File: config.mk
export PLATFORM = sky130hd
export DESIGN_NAME = bpsl_top
export DESIGN_NICKNAME = d
export VERILOG_FILES = /design/src/shared/bpsl_pkg.sv /design/src/shared/bpsl_evt_if.sv /design/src/design/bpsl_classify.sv /design/src/design/bpsl_top.sv
export VERILOG_INCLUDE_DIRS = /design/src /design/src/shared
export SDC_FILE = /design/constraint.sdc
export NUM_CORES = 1
export LEC_CHECK = 0
export ABC_AREA = 1
export BUFFER_PORTS_ARGS = -buffer_cell sky130_fd_sc_hd__buf_2
export CAP_MARGIN = 0
export CELL_PAD_IN_SITES_DETAIL_PLACEMENT = 1
export CELL_PAD_IN_SITES_GLOBAL_PLACEMENT = 2
export CORE_MARGIN = 2
export CORE_UTILIZATION = 20
export CTS_BUF_LIST = sky130_fd_sc_hd__clkbuf_8
export DETAILED_ROUTE_END_ITERATION = 6
export PLACE_DENSITY_LB_ADDON = 0.1
export SLEW_MARGIN = 10
export SYNTH_ARGS = -nofsm -noshare
export SYNTH_HDL_FRONTEND = slang
export SYNTH_HIERARCHICAL = 1
export SYNTH_SLANG_ARGS = --single-unit
File: constraint.sdc
create_clock -name CLK -period 1.1 [get_ports CLK]
set_input_delay 0.22 -clock CLK [delete_from_list [all_inputs] [get_ports CLK]]
set_output_delay 0.22 -clock CLK [all_outputs]
set_load 0.01 [all_outputs]
File: src/shared/bpsl_defines.svh
// constants of the bridge parity status logic
`ifndef BPSL_DEFINES_SVH
`define BPSL_DEFINES_SVH

// register byte offsets
`define BPSL_OFF_STATUS 8'h00
`define BPSL_OFF_MASK   8'h04
`define BPSL_OFF_CTRL   8'h08

// status and mask bit positions
`define BPSL_B_PRI_DET  0
`define BPSL_B_SEC_DET  1
`define BPSL_B_PRI_DPD  2
`define BPSL_B_SEC_DPD  3

// control bit positions
`define BPSL_B_PRI_PER  0
`define BPSL_B_SEC_PER  1

// reset values
`define BPSL_RST_STATUS 4'h0
`define BPSL_RST_MASK   4'h0
`define BPSL_RST_CTRL   2'h0

// encodings of direction and bus
`define BPSL_DIR_DOWN   1'b0
`define BPSL_DIR_UP     1'b1
`define BPSL_BUS_PRI    1'b0
`define BPSL_BUS_SEC    1'b1

`endif

File: src/shared/bpsl_pkg.sv
// types of the bridge parity status logic
package bpsl_pkg;

  // transaction kind, gray coded
  typedef enum logic [1:0] {
    BPSL_READ = 2'h0,
    BPSL_PW   = 2'h1,
    BPSL_DW   = 2'h3
  } bpsl_kind_t;

  // whole register state of the top module
  typedef struct packed {
    logic [3:0]  status;
    logic [3:0]  mask;
    logic [1:0]  ctrl;
    logic [31:0] rdata;
    logic        slverr;
  } bpsl_state_t;

endpackage

File: src/shared/bpsl_evt_if.sv
// event carrier between top and classifier
`timescale 1ns/1ps
interface bpsl_evt_if;
  logic       valid;
  logic [1:0] kind;
  logic       dir;
  logic       bus;
  logic       bad_par;
  logic       perr_seen;
  logic       pri_master;
  logic       sec_master;
  logic       per_pri;
  logic       per_sec;
  logic [3:0] set;

  modport src (output valid, kind, dir, bus, bad_par, perr_seen,
               output pri_master, sec_master, per_pri, per_sec, input set);
  modport cls (input valid, kind, dir, bus, bad_par, perr_seen,
               input pri_master, sec_master, per_pri, per_sec, output set);
endinterface

File: src/design/bpsl_classify.sv
// decodes one parity event into status set pulses
`timescale 1ns/1ps
`include "bpsl_defines.svh"
module bpsl_classify (
  // event in, set pulses out
  bpsl_evt_if.cls ev
);

  // kind is one of the two write kinds
  function automatic logic is_write(input logic [1:0] k);
    is_write = (k == bpsl_pkg::BPSL_PW) || (k == bpsl_pkg::BPSL_DW);
  endfunction

  // kind is a legal code
  function automatic logic is_legal(input logic [1:0] k);
    is_legal = (k == bpsl_pkg::BPSL_READ) || is_write(k);
  endfunction

  logic on_pri;
  logic on_sec;
  logic up;
  logic down;

  // ----------------------------------------------------------------
  // set decode
  // ----------------------------------------------------------------
  assign on_pri = ev.valid && is_legal(ev.kind) && (ev.bus == `BPSL_BUS_PRI);
  assign on_sec = ev.valid && is_legal(ev.kind) && (ev.bus == `BPSL_BUS_SEC);
  assign up     = (ev.dir == `BPSL_DIR_UP);
  assign down   = (ev.dir == `BPSL_DIR_DOWN);

  // upstream read or downstream write, own detection
  assign ev.set[`BPSL_B_PRI_DET] = on_pri && ev.bad_par &&
      ((ev.kind == bpsl_pkg::BPSL_READ) ? up : down);
  // downstream read or upstream write, own detection
  assign ev.set[`BPSL_B_SEC_DET] = on_sec && ev.bad_par &&
      ((ev.kind == bpsl_pkg::BPSL_READ) ? down : up);
  assign ev.set[`BPSL_B_PRI_DPD] = on_pri && up && ev.pri_master &&
      ev.per_pri && (ev.bad_par || ev.perr_seen);
  assign ev.set[`BPSL_B_SEC_DPD] = on_sec && down && ev.sec_master &&
      ev.per_sec && (ev.bad_par || ev.perr_seen);

endmodule

File: src/design/bpsl_top.sv
// parity status bits of a bridge with apb registers and interrupt
`timescale 1ns/1ps
`include "bpsl_defines.svh"

module bpsl_top #(
  parameter int ADDR_W = 8
) (
  // clock and reset
  input  wire logic              CLK,
  input  wire logic              RST_N,
  // apb slave
  input  wire logic              PSEL,
  input  wire logic              PENABLE,
  input  wire logic              PWRITE,
  input  wire logic [ADDR_W-1:0] PADDR,
  input  wire logic [31:0]       PWDATA,
  output      logic [31:0]       PRDATA,
  output      logic              PREADY,
  output      logic              PSLVERR,
  // parity event from the bridge datapath
  input  wire logic              EVT_VALID,
  input  wire logic [1:0]        EVT_KIND,
  input  wire logic              EVT_DIR,
  input  wire logic              EVT_BUS,
  input  wire logic              EVT_BAD_PARITY,
  // bus pins and bus roles
  input  wire logic              PRIMARY_PARITY_ERR_N,
  input  wire logic              SECONDARY_PARITY_ERR_N,
  input  wire logic              PRI_MASTER,
  input  wire logic              SEC_MASTER,
  // status view and interrupt
  output      logic [3:0]        STATUS,
  output      logic              IRQ
);

  // register offset matches address
  function automatic logic hit(input logic [ADDR_W-1:0] a, input logic [7:0] off);
    hit = (a == ADDR_W'(off));
  endfunction

  bpsl_pkg::bpsl_state_t st;
  bpsl_pkg::bpsl_state_t next_st;
  bpsl_evt_if            ev ();
  logic                  wr_acc;
  logic                  setup;
  logic                  mapped;
  logic [3:0]            w1c;

  // ----------------------------------------------------------------
  // event classifier
  // ----------------------------------------------------------------
  // drive the carrier; the pin of the event's bus is the sampled report
  assign ev.valid      = EVT_VALID;
  assign ev.kind       = EVT_KIND;
  assign ev.dir        = EVT_DIR;
  assign ev.bus        = EVT_BUS;
  assign ev.bad_par    = EVT_BAD_PARITY;
  assign ev.perr_seen  = (EVT_BUS == `BPSL_BUS_PRI) ? !PRIMARY_PARITY_ERR_N
                                                    : !SECONDARY_PARITY_ERR_N;
  assign ev.pri_master = PRI_MASTER;
  assign ev.sec_master = SEC_MASTER;
  assign ev.per_pri    = st.ctrl[`BPSL_B_PRI_PER];
  assign ev.per_sec    = st.ctrl[`BPSL_B_SEC_PER];

  bpsl_classify u_cls (
    .ev (ev.cls)
  );

  // ----------------------------------------------------------------
  // apb decode
  // ----------------------------------------------------------------
  // setup captures read data, access phase completes with no wait
  assign setup  = PSEL && !PENABLE;
  assign wr_acc = PSEL && PENABLE && PWRITE;
  assign mapped = hit(PADDR, `BPSL_OFF_STATUS) || hit(PADDR, `BPSL_OFF_MASK) ||
                  hit(PADDR, `BPSL_OFF_CTRL);
  assign w1c    = (wr_acc && hit(PADDR, `BPSL_OFF_STATUS)) ? PWDATA[3:0] : 4'h0;

  // ----------------------------------------------------------------
  // next state
  // ----------------------------------------------------------------
  always_comb begin
    next_st = st;
    // sticky bits, set wins over write-one clear
    next_st.status = (st.status & ~w1c) | ev.set;
    if (wr_acc && hit(PADDR, `BPSL_OFF_MASK)) begin
      next_st.mask = PWDATA[3:0];
    end
    if (wr_acc && hit(PADDR, `BPSL_OFF_CTRL)) begin
      next_st.ctrl = PWDATA[1:0];
    end
    if (setup) begin
      next_st.slverr = !mapped;
      next_st.rdata  = 32'h0;
      if (hit(PADDR, `BPSL_OFF_STATUS)) begin
        next_st.rdata = {28'h0, st.status};
      end else if (hit(PADDR, `BPSL_OFF_MASK)) begin
        next_st.rdata = {28'h0, st.mask};
      end else if (hit(PADDR, `BPSL_OFF_CTRL)) begin
        next_st.rdata = {30'h0, st.ctrl};
      end
    end
    if (!RST_N) begin
      next_st        = '0;
      next_st.status = `BPSL_RST_STATUS;
      next_st.mask   = `BPSL_RST_MASK;
      next_st.ctrl   = `BPSL_RST_CTRL;
    end
  end

  // register the whole state
  always_ff @(posedge CLK) begin
    st <= next_st;
  end

  // ----------------------------------------------------------------
  // outputs
  // ----------------------------------------------------------------
  assign PRDATA  = st.rdata;
  assign PSLVERR = st.slverr && PSEL && PENABLE;
  assign PREADY  = 1'b1;
  assign STATUS  = st.status;
  assign IRQ     = |(st.status & st.mask);

  // flags that the checks below build on
  logic       pri_det_evt;
  logic       sec_det_evt;
  logic [3:0] clr_req;

  // primary own-detection event of a qualifying kind
  assign pri_det_evt = EVT_VALID && EVT_BAD_PARITY && EVT_BUS == `BPSL_BUS_PRI &&
    ((EVT_KIND == bpsl_pkg::BPSL_READ && EVT_DIR == `BPSL_DIR_UP) ||
     ((EVT_KIND == bpsl_pkg::BPSL_PW || EVT_KIND == bpsl_pkg::BPSL_DW) &&
      EVT_DIR == `BPSL_DIR_DOWN));
  // secondary own-detection event of a qualifying kind
  assign sec_det_evt = EVT_VALID && EVT_BAD_PARITY && EVT_BUS == `BPSL_BUS_SEC &&
    ((EVT_KIND == bpsl_pkg::BPSL_READ && EVT_DIR == `BPSL_DIR_DOWN) ||
     ((EVT_KIND == bpsl_pkg::BPSL_PW || EVT_KIND == bpsl_pkg::BPSL_DW) &&
      EVT_DIR == `BPSL_DIR_UP));
  // write-one clear request as seen on the bus pins
  assign clr_req = (PSEL && PENABLE && PWRITE && PADDR == ADDR_W'(`BPSL_OFF_STATUS)) ?
                   PWDATA[3:0] : 4'h0;
endmodule

==> results of run 1 <==
-- cell usage after synthesis --
| cell | instances |
|---|---|
| and3_1 | 1 |
| nand3_4 | 1 |
| nand3b_1 | 2 |
| nor2_4 | 5 |
| o21ai_1 | 6 |
| a21oi_1 | 13 |
| nor2_1 | 13 |
| buf_4 | 37 |
| inv_2 | 7 |
| dfxtp_1 | 15 |
| nand2_2 | 4 |
| nand2_1 | 22 |
| nand4_1 | 4 |
| mux2i_1 | 1 |
| inv_1 | 16 |
| o21ai_2 | 2 |
| conb_1 | 2 |
| o211ai_1 | 2 |
| o21ai_0 | 2 |
| nand3_1 | 13 |
| nand2_4 | 3 |
| inv_4 | 1 |
| nor2_8 | 2 |
| nor2_2 | 2 |
-- final cells by class --
class / instances / area (um2) / share of cell area
clock buffers: 3 / 41.3 / 0.0276
well taps: 75 / 93.8 / 0.0628
clock inverters: 1 / 5.00 / 0.00335
repair buffers: 46 / 262 / 0.175
multi-input cells: 127 / 689 / 0.461
flip-flops and latches: 15 / 312 / 0.208
inverters: 24 / 92.6 / 0.0619
-- where the power goes --
part,total [mW],switching [mW],internal [mW]
Sequential,0.558,0.00551,0.553
Combinational,0.250,0.166,0.0835
Clock,0.464,0.213,0.251
-- what timing repair did --
action	CTS	global route
gates resized for setup	8	3
setup endpoints to repair	1	2
cloned	0	0
pin swaps	3	2
buffers inserted	7	2
-- flip-flops by register name (all words and copies together), names as in the netlist --
name / count
STATUS: 4
st: 5
ev.per_sec: 1
PRDATA: 4
ev.per_pri: 1
-- per-stage QoR --
step           setup TNS, ps   util
2_1_floorplan              0      -
3_3_place_gp            -355  0.227
3_5_place_dp            -556  0.227
4_1_cts                -29.0  0.245
5_1_grt                -53.7  0.250
6_report               -13.9  0.250
-- metal layers --
metal | up-vias | GRT usage | share of wire
met4 | 0 | 0.0402 | 0.017
met3 | 5 | 0.00994 | 0.046
li1 | 575 | - | -
met2 | 40 | 0.180 | 0.53
met5 | - | 0 | 0
met1 | 522 | 0.101 | 0.40
-- cells by family after synthesis --
logic type / count (synthesis) / synth area share
and+or+nand+nor: 72 / 0.341
buffers and inverters: 61 / 0.295
AOI/OAI and AO/OA: 25 / 0.110
DFF: 15 / 0.240
other: 2 / 0.00599
muxes: 1 / 0.00798
-- path summary, 6_finish.rpt --
| kind | to | slack, ps | cells past startpoint |
|---|---|---|---|
| worst max-delay path | IRQ | -10 | 3 |
| worst min-delay path | st[38] | 210 | 3 |
| worst max register to register | PRDATA[1] | 110 | 6 |
| worst min register to register | st[0] | 470 | 2 |
-- worst max-delay path, delay by kind of cell (launching register included) --
family	cells	cell delay [ps]
buffers and inverters	1	150
flip-flops	1	320
AND/OR/NAND/NOR	2	170
==> impl_metrics.json, run 1 <==
{
  "status": "finished, violations left",
  "violations": "negative setup slack",
  "cp.arrival_ps": 890,
  "gp_congestion": 0.721,
  "dp_slack_ps": -90.6,
  "antennaDiodeCount": 0,
  "cp_cell_sequence": "nand2_1, nand4_1, buf_2",
  "cts_tree": "built",
  "cp-end-kind": "output port",
  "yosysSeqAreaShare": 0.240,
  "final-hold-violation-count": 0,
  "route.detailed.drc": 0,
  "skew_ps": 5.77,
  "die_area_um2": 6920,
  "post_dp_cell_area_um2": 1360,
  "power_mw": 1.27,
  "finalSetupViolCount": 1,
  "yosysUniqueCellTypes": 24,
  "cp.required_ps": 880,
  "cpMaxStageDelayCell": "dfxtp_2",
  "rsz0062_at_grt": "yes",
  "root_buffer": "clkbuf_8",
  "period_share": 1.01,
  "grt_pass1_vias": 1173,
  "synth.avg_cell_area_um2": 7.12,
  "p_per_area_nw_per_um2": 851,
  "fp.dieH_um": 83.2,
  "via_per_inst": 3.92,
  "cp_slowest_stage_delay_ps": 320,
  "dp_hpwl_um": 2700,
  "yosys.area.top_type": "dfxtp_1",
  "first_iter_violations": 21,
  "post-route-min-period_ps": 1110,
  "pin_count": 94,
  "synth_area_leaders": "dfxtp_1 24%, buf_4 22%, nand2_1 6.6%",
  "numCtsBuffers": 3,
  "cts_sinks": 15,
  "fillCellCount": 748,
  "antenna_found_initial": 0,
  "ant_nets": 0,
  "startpoint": "st[36]",
  "hold_start": "PWDATA[3]",
  "fin_ws_ps": -13.9,
  "ctsHoldBuffers": 0,
  "power.leakage_nw": 0.797,
  "hold_slack_ps": 212,
  "clock_latency_ps": 250,
  "mostFrequentLayoutCell": "buf_2",
  "fin_cells": 291,
  "layout-drive-gt1-share": 0.403,
  "netlist_instances": 176,
  "cap_violations": 0,
  "htreeDepth": 1,
  "die_x_um": 83.2,
  "worstSetupStartpointType": "flop",
  "core_um2": 5990,
  "clk_path_buf_depth": 2,
  "ys_seq_elements": 15,
  "drt_first_pass_iters": 4,
  "track_usage": 0.0932,
  "overflow": 0,
  "grt_pass1_wl_um": 5290,
  "clk_pin_slew_ps": 70,
  "synth_warnings": 6,
  "place.port_buffers": 36,
  "critPathKind": "reg2out",
  "row_count": 28,
  "synthToLayoutAreaGrowth_pct": 19.3,
  "hold_path_class": "in2reg",
  "fin_area_um2": 1500,
  "wl_um": 3240,
  "layout.cells.most_common_list": "35 x buf_2, 29 x conb_1, 22 x nand2_1, 16 x inv_1",
  "synth_area_um2": 1250,
  "synth_top_area_frac": 0.240,
  "finalNetCount": 272,
  "detail_route.wl_per_cell_um": 11.1,
  "timing.fmax_ghz": 0.898,
  "dp.cells": 278,
  "cp_max_fo": 2,
  "vdd_drop_max_uv": 321,
  "initial_utilization": 0.209,
  "grt_max_degree": 10,
  "regToRegStartpoint": "st[36]",
  "drv_slew": 0,
  "vias": 1142
}
Note: power is estimated with default switching activity, not from simulation.
==> run 2: changes to the inputs <==
ABC_AREA = default   (was 1)
CORE_UTILIZATION = 19   (was 20)
TNS_END_PERCENT = 50   (was default)
==> run 2 against run 1 <==
The flow still finishes with violations (negative setup slack). Register-to-register slack worse by 40 ps. Critical path type unchanged. Global-route usage down 0.17 points. Power down 3.8%. Critical endpoint unchanged. Synthesized cell count down 24%. Worst setup slack worse by 99 ps. Maximum frequency down 8.1%. First-iteration DRC count down 43%. Die area down 6.2%.
==> impl_metrics.json, run 2 <==
{
  "status": "finished, violations left",
  "violations": "negative setup slack",
  "fin_ws_ps": -113,
  "final-hold-violation-count": 0,
  "yosysSeqAreaShare": 0.270,
  "initial_utilization": 0.200,
  "netlist_instances": 134,
  "layout.cells.most_common_list": "36 x buf_2, 29 x conb_1, 17 x buf_4, 15 x nand2_1",
  "clk_pin_slew_ps": 60,
  "mostFrequentLayoutCell": "buf_2",
  "antennaDiodeCount": 0,
  "hold_depth": 2,
  "place.port_buffers": 36,
  "fin_cells": 250,
  "synth_area_leaders": "dfxtp_1 27%, buf_4 25%, mux2i_1 8.1%",
  "core_um2": 5570,
  "track_usage": 0.0915,
  "cp.arrival_ps": 990,
  "cts_sinks": 15,
  "synth.avg_cell_area_um2": 8.31,
  "yosys.area.top_type": "dfxtp_1",
  "p_per_area_nw_per_um2": 860,
  "numCtsBuffers": 3,
  "layout-drive-gt1-share": 0.427,
  "cts_tree": "built",
  "grt_pass1_wl_um": 4490,
  "cap_violations": 0,
  "reg2reg_depth": 4,
  "antenna_found_initial": 0,
  "fin_util": 0.255,
  "largest-register": "st",
  "async_flop_share": 0,
  "ant_nets": 0,
  "timing.fmax_ghz": 0.825,
  "finalSetupViolCount": 1,
  "period_share": 1.10,
  "yosys.cell_count.top_type": "buf_4",
  "fin_setup_tns_ps": -113,
  "finalNetCount": 234,
  "drv_slew": 0,
  "synth_top_area_frac": 0.270,
  "ctsHoldBuffers": 0,
  "cp-end-kind": "output port",
  "post-route-min-period_ps": 1210,
  "power_mw": 1.22,
  "fp.dieH_um": 80.6,
  "cp_max_fo": 2,
  "vias": 956,
  "die_area_um2": 6490,
  "largest_reg_flops": 5,
  "synthToLayoutAreaGrowth_pct": 27.8,
  "clock_latency_ps": 250,
  "post_dp_cell_area_um2": 1320,
  "fin_area_um2": 1420,
  "pin_count": 94,
  "synthFlopType": "dfxtp_1",
  "ys_seq_elements": 15,
  "vdd_drop_max_uv": 246,
  "grt_pass1_vias": 972,
  "gp_congestion": 0.729,
  "first_iter_violations": 12,
  "rsz0062_at_grt": "yes",
  "skew_ps": 4.74,
  "synth_area_um2": 1110,
  "dp_hpwl_um": 2440,
  "cp.required_ps": 880,
  "yosysUniqueCellTypes": 30,
  "power.leakage_nw": 0.718,
  "wl_um": 2870,
  "worstSetupStartpointType": "flop",
  "clk_path_buf_depth": 2,
  "drt_first_pass_iters": 3,
  "overflow": 0,
  "die_x_um": 80.6,
  "detail_route.wl_per_cell_um": 11.5,
  "row_count": 27,
  "netlist_top_cells_count": "37 x buf_4, 16 x nand2_1, 15 x dfxtp_1",
  "grt_max_degree": 21,
  "critPathKind": "reg2out",
  "root_buffer": "clkbuf_8",
  "hold_path_class": "in2reg",
  "htreeDepth": 1,
  "synth_warnings": 6,
  "via_per_inst": 3.82,
  "route.detailed.drc": 0,
  "synth-edff-count": 0,
  "dp.cells": 245
}
-- run 2: cell types whose count changed after synthesis, moves of 7 or more --
cell / change
a21oi_1: -13
inv_1: -11
inv_2: -7
mux2i_1: +8
nand3_1: -9
nor2_1: -10
-- run 2: final cells by class --
type	count	area, um2
Clock inverter	1	3.75
Clock buffer	3	41.3
Timing Repair Buffer	53	308
Fill cell	692	4150
Sequential cell	15	308
Inverter	5	18.8
Multi-Input combinational cell	101	653
Tap cell	72	90.1
-- run 2: logic make-up (layout without fill, tap and decap cells) --
family,count (synthesis),after routing,synth area share
multiplexers,11,11,0.101
buffers and inverters,45,62,0.278
flip-flops,15,15,0.270
XOR/XNOR,1,1,0.00787
AO/OA/AOI/OAI,17,17,0.101
AND/OR/NAND/NOR,43,43,0.236
other,2,29,0.00674
-- run 2: routing by layer --
layer,track usage,vias up,wire (um),part of all wire
li1,-,484,-,-
met1,0.105,434,1210,0.42
met2,0.157,34,1440,0.50
met3,0.0270,4,161,0.056
met4,0.0407,0,56,0.020
met5,0,-,0,0
-- run 2: worst max-delay path, stage by stage, from the launching register on --
cell and delay, ps:
dfxtp_2 330, a22oi_2 210, nand2_1 70, buf_2 140
-- run 2: path summary, 6_finish.rpt --
path                            slack (ps)  startpoint         to
worst max register to register          70  ev.per_pri  STATUS[2]
worst max-delay path                  -110   STATUS[1]        IRQ
worst min-delay path                   180   PWDATA[0]  STATUS[0]
worst min register to register         470   PRDATA[2]  PRDATA[2]
-- run 2: per-stage QoR --
step | setup slack, ps | hold slack [ps]
global route | -169 | 168
detailed placement | -231 | 438
finish | -113 | 175
global placement | -221 | 438
CTS | -114 | 168
floorplan | -53.8 | 331
-- run 2: timing repair --
item | 4_1_cts | 5_1_grt
setup endpoints to repair | 1 | 6
pin swaps | 2 | 5
gates resized for setup | 4 | 13
buffers inserted | 2 | 0
-- run 2: power breakdown --
| part | switching [mW] | total (mW) | leakage, nW | internal, mW |
|---|---|---|---|---|
| logic | 0.141 | 0.231 | 0.567 | 0.0901 |
| registers | 0.00388 | 0.553 | 0.124 | 0.549 |
| clock network | 0.193 | 0.440 | 0.0269 | 0.247 |
| total | 0.337 | 1.22 | 0.718 | 0.886 |
==> run 3: changes to the inputs <==
CTS_CLUSTER_SIZE = 30   (was default)
SYNTH_HIERARCHICAL = default   (was 1)
==> run 3 against run 2 <==
The flow still finishes with violations (negative setup slack). Sequential power about the same. Design area grew 4.0%. Die area rose by 2.2%. Maximum frequency shrank 10%. Critical path depth up 1. Clock skew shrank 2.7 ps. Area after synthesis is 2.4% higher. Final cell count increased by 1.2%. Global-route usage increased by 0.45 points. Clock power decreased by 2%. Worst setup slack got worse by 130 ps. Largest power group unchanged.
==> impl_metrics.json, run 3 <==
{
  "status": "finished, violations left",
  "violations": "negative setup slack",
  "layout.cells.most_common_list": "34 x buf_2, 29 x conb_1, 17 x nand2_1, 11 x dfxtp_1, 10 x buf_4",
  "clk_path_buf_depth": 2,
  "hold_depth": 2,
  "cp.arrival_ps": 1480,
  "cp_max_fo": 4,
  "critPathKind": "in2reg",
  "fp.dieH_um": 81.5,
  "core_um2": 5850,
  "ant_nets": 0,
  "post-route-min-period_ps": 1350,
  "cp_cell_sequence": "buf_6, or4_4, or4_4, mux2i_1",
  "synth_area_leaders": "dfxtp_1 26%, buf_4 24%, mux2i_1 7.9%",
  "die_area_um2": 6630,
  "antennaDiodeCount": 0,
  "initial_utilization": 0.195,
  "fin_area_um2": 1480,
  "yosys.cell_count.top_type": "buf_4",
  "hold_start": "EVT_BUS",
  "p_int_mw": 0.891,
  "skew_ps": 1.99,
  "timing.fmax_ghz": 0.742,
  "first_iter_violations": 47,
  "yosys.area.top_type": "dfxtp_1",
  "worstSetupStartpointType": "primary input",
  "vdd_drop_max_uv": 356,
  "regToRegStartpoint": "ev.per_pri",
  "p_per_area_nw_per_um2": 838,
  "synth_warnings": 0,
  "power_mw": 1.24,
  "clk_pin_slew_ps": 60,
  "root_buffer": "clkbuf_8",
  "r2r-end": "PRDATA[0]",
  "synth.avg_cell_area_um2": 8.08,
  "track_usage": 0.0961,
  "detail_route.wl_per_cell_um": 12.6,
  "drv_slew": 0,
  "cp.required_ps": 1230,
  "reg2reg_depth": 3,
  "place.port_buffers": 36,
  "synth-edff-count": 0,
  "fin_ws_ps": -247,
  "p_comb_frac": 0.205,
  "ys_seq_elements": 15,
  "yosysUniqueCellTypes": 32,
  "cp_slowest_stage_delay_ps": 580,
  "power.leakage_nw": 0.681,
  "r2r_slack_ps": 230,
  "synth_area_um2": 1140,
  "gp_congestion": 0.729,
  "hold_slack_ps": 231,
  "row_count": 28,
  "route.detailed.drc": 0,
  "vias": 1012,
  "fin_util": 0.253,
  "netlist_top_cells_count": "37 x buf_4, 17 x nand2_1, 15 x dfxtp_1",
  "finalSetupViolCount": 14,
  "grt_pass1_vias": 967,
  "p_seq_frac": 0.447,
  "mostFrequentLayoutCell": "buf_2",
  "die_x_um": 81.5,
  "wl_um": 3190,
  "fin_setup_tns_ps": -1810,
  "largest_reg_flops": 5,
  "cts_sinks": 15,
  "post_dp_cell_area_um2": 1290,
  "yosysSeqAreaShare": 0.263,
  "numCtsBuffers": 3,
  "htreeDepth": 1,
  "hold_path_class": "in2reg",
  "final-hold-violation-count": 0,
  "overflow": 0,
  "netlist_instances": 141,
  "crit_path_frequent_cell": "or4_4",
  "finalNetCount": 234,
  "antenna_found_initial": 0,
  "cts_tree": "built",
  "power.net_switching_mw": 0.350,
  "power_switching_share": 0.282,
  "drt_first_pass_iters": 4,
  "dp_hpwl_um": 2670,
  "synthToLayoutAreaGrowth_pct": 29.9,
  "cp-end-kind": "flop",
  "pin_count": 94,
  "period_share": 1.22,
  "layout-drive-gt1-share": 0.382,
  "clock_latency_ps": 240,
  "via_per_inst": 4.00,
  "largest-register": "st",
  "rsz0062_at_grt": "yes",
  "cap_violations": 0,
  "hold_path_end": "STATUS[0]",
  "clkPwrFrac": 0.348,
  "cpMaxStageDelayCell": "or4_4",
  "synthFlopType": "dfxtp_1",
  "async_flop_share": 0,
  "synth_top_area_frac": 0.263,
  "grt_pass1_wl_um": 4770,
  "grt_max_degree": 16
}
-- run 3: changes by cell type after synthesis, sizes merged, moves of 3 or more --
cell | previous run | this run
o21ai | 6 | 1
clkbuf | 2 | 5
a31oi | 4 | 0
or4 | 0 | 3
-- run 3: layout make-up --
cell class | instances | area, um2
clock inverters | 1 | 3.75
multi-input cells | 104 | 703
well taps | 75 | 93.8
inverters | 6 | 22.5
clock buffers | 3 | 41.3
flip-flops and latches | 15 | 305
repair buffers | 49 | 310
fillers | 716 | 4370
-- run 3: through the flow --
step,cells,worst slack [ps]
final,253,-247
after global routing,253,-280
after CTS,250,-242
after detailed placement,246,-526
after global placement,246,-564
after floorplan,168,-446
-- run 3: how the worst max path moves through the flow --
stage	endpoint	startpoint	slack, ps	cells after the start
2_1_floorplan	ev.per_pri	PADDR[1]	-450	4
3_3_place_gp	STATUS[1]	PADDR[1]	-560	5
3_5_place_dp	ev.per_sec	PADDR[1]	-530	4
4_1_cts	ev.per_pri	PADDR[6]	-240	4
5_1_grt	ev.per_sec	PADDR[6]	-280	4
6_report	ev.per_pri	PADDR[6]	-250	4
-- run 3: layer usage --
layer | vias to the layer above | global-route usage | wire length [um]
met4 | 0 | 0.0203 | 28
met1 | 482 | 0.119 | 1420
met5 | - | 0 | 0
met2 | 30 | 0.166 | 1570
met3 | 2 | 0.0264 | 170
li1 | 498 | - | -
-- run 3: power groups by stage --
| stage | logic, mW | clock network, mW | registers (mW) |
|---|---|---|---|
| 3_5_place_dp | 0.223 | 0 | 0.565 |
| 3_3_place_gp | 0.222 | 0 | 0.566 |
| 2_1_floorplan | 0.203 | 0 | 0.563 |
| 5_1_grt | 0.281 | 0.471 | 0.556 |
| 4_1_cts | 0.236 | 0.456 | 0.554 |
| 6_report | 0.254 | 0.432 | 0.555 |
-- run 3: what timing repair did --
action                                 in CTS  in global routing
gates resized for setup                    13                  9
setup endpoints to repair                  14                 17
setup buffers                               0                  3
hold buffers                                0                  0
endpoints found under the hold margin       0                  0
pin swaps                                   5                 10
-- run 3: worst max-delay path, delay by kind of cell --
| family | cells | cell delay [ps] |
|---|---|---|
| buffers and inverters | 1 | 90 |
| multiplexers | 1 | 130 |
| AND/OR/NAND/NOR | 2 | 1030 |
-- run 3: cell families (layout without fill, tap and decap cells) --
kind of cell              after synthesis  in the layout  share of synthesized area
AOI/OAI and AO/OA                      15             15                      0.103
xor gates and xnor gates                2              2                     0.0154
buffers and inverters                  49             59                      0.290
DFF                                    15             15                      0.263
muxes                                   9              9                     0.0790
other                                   2             29                    0.00659
and+or+nand+nor                        49             49                      0.243
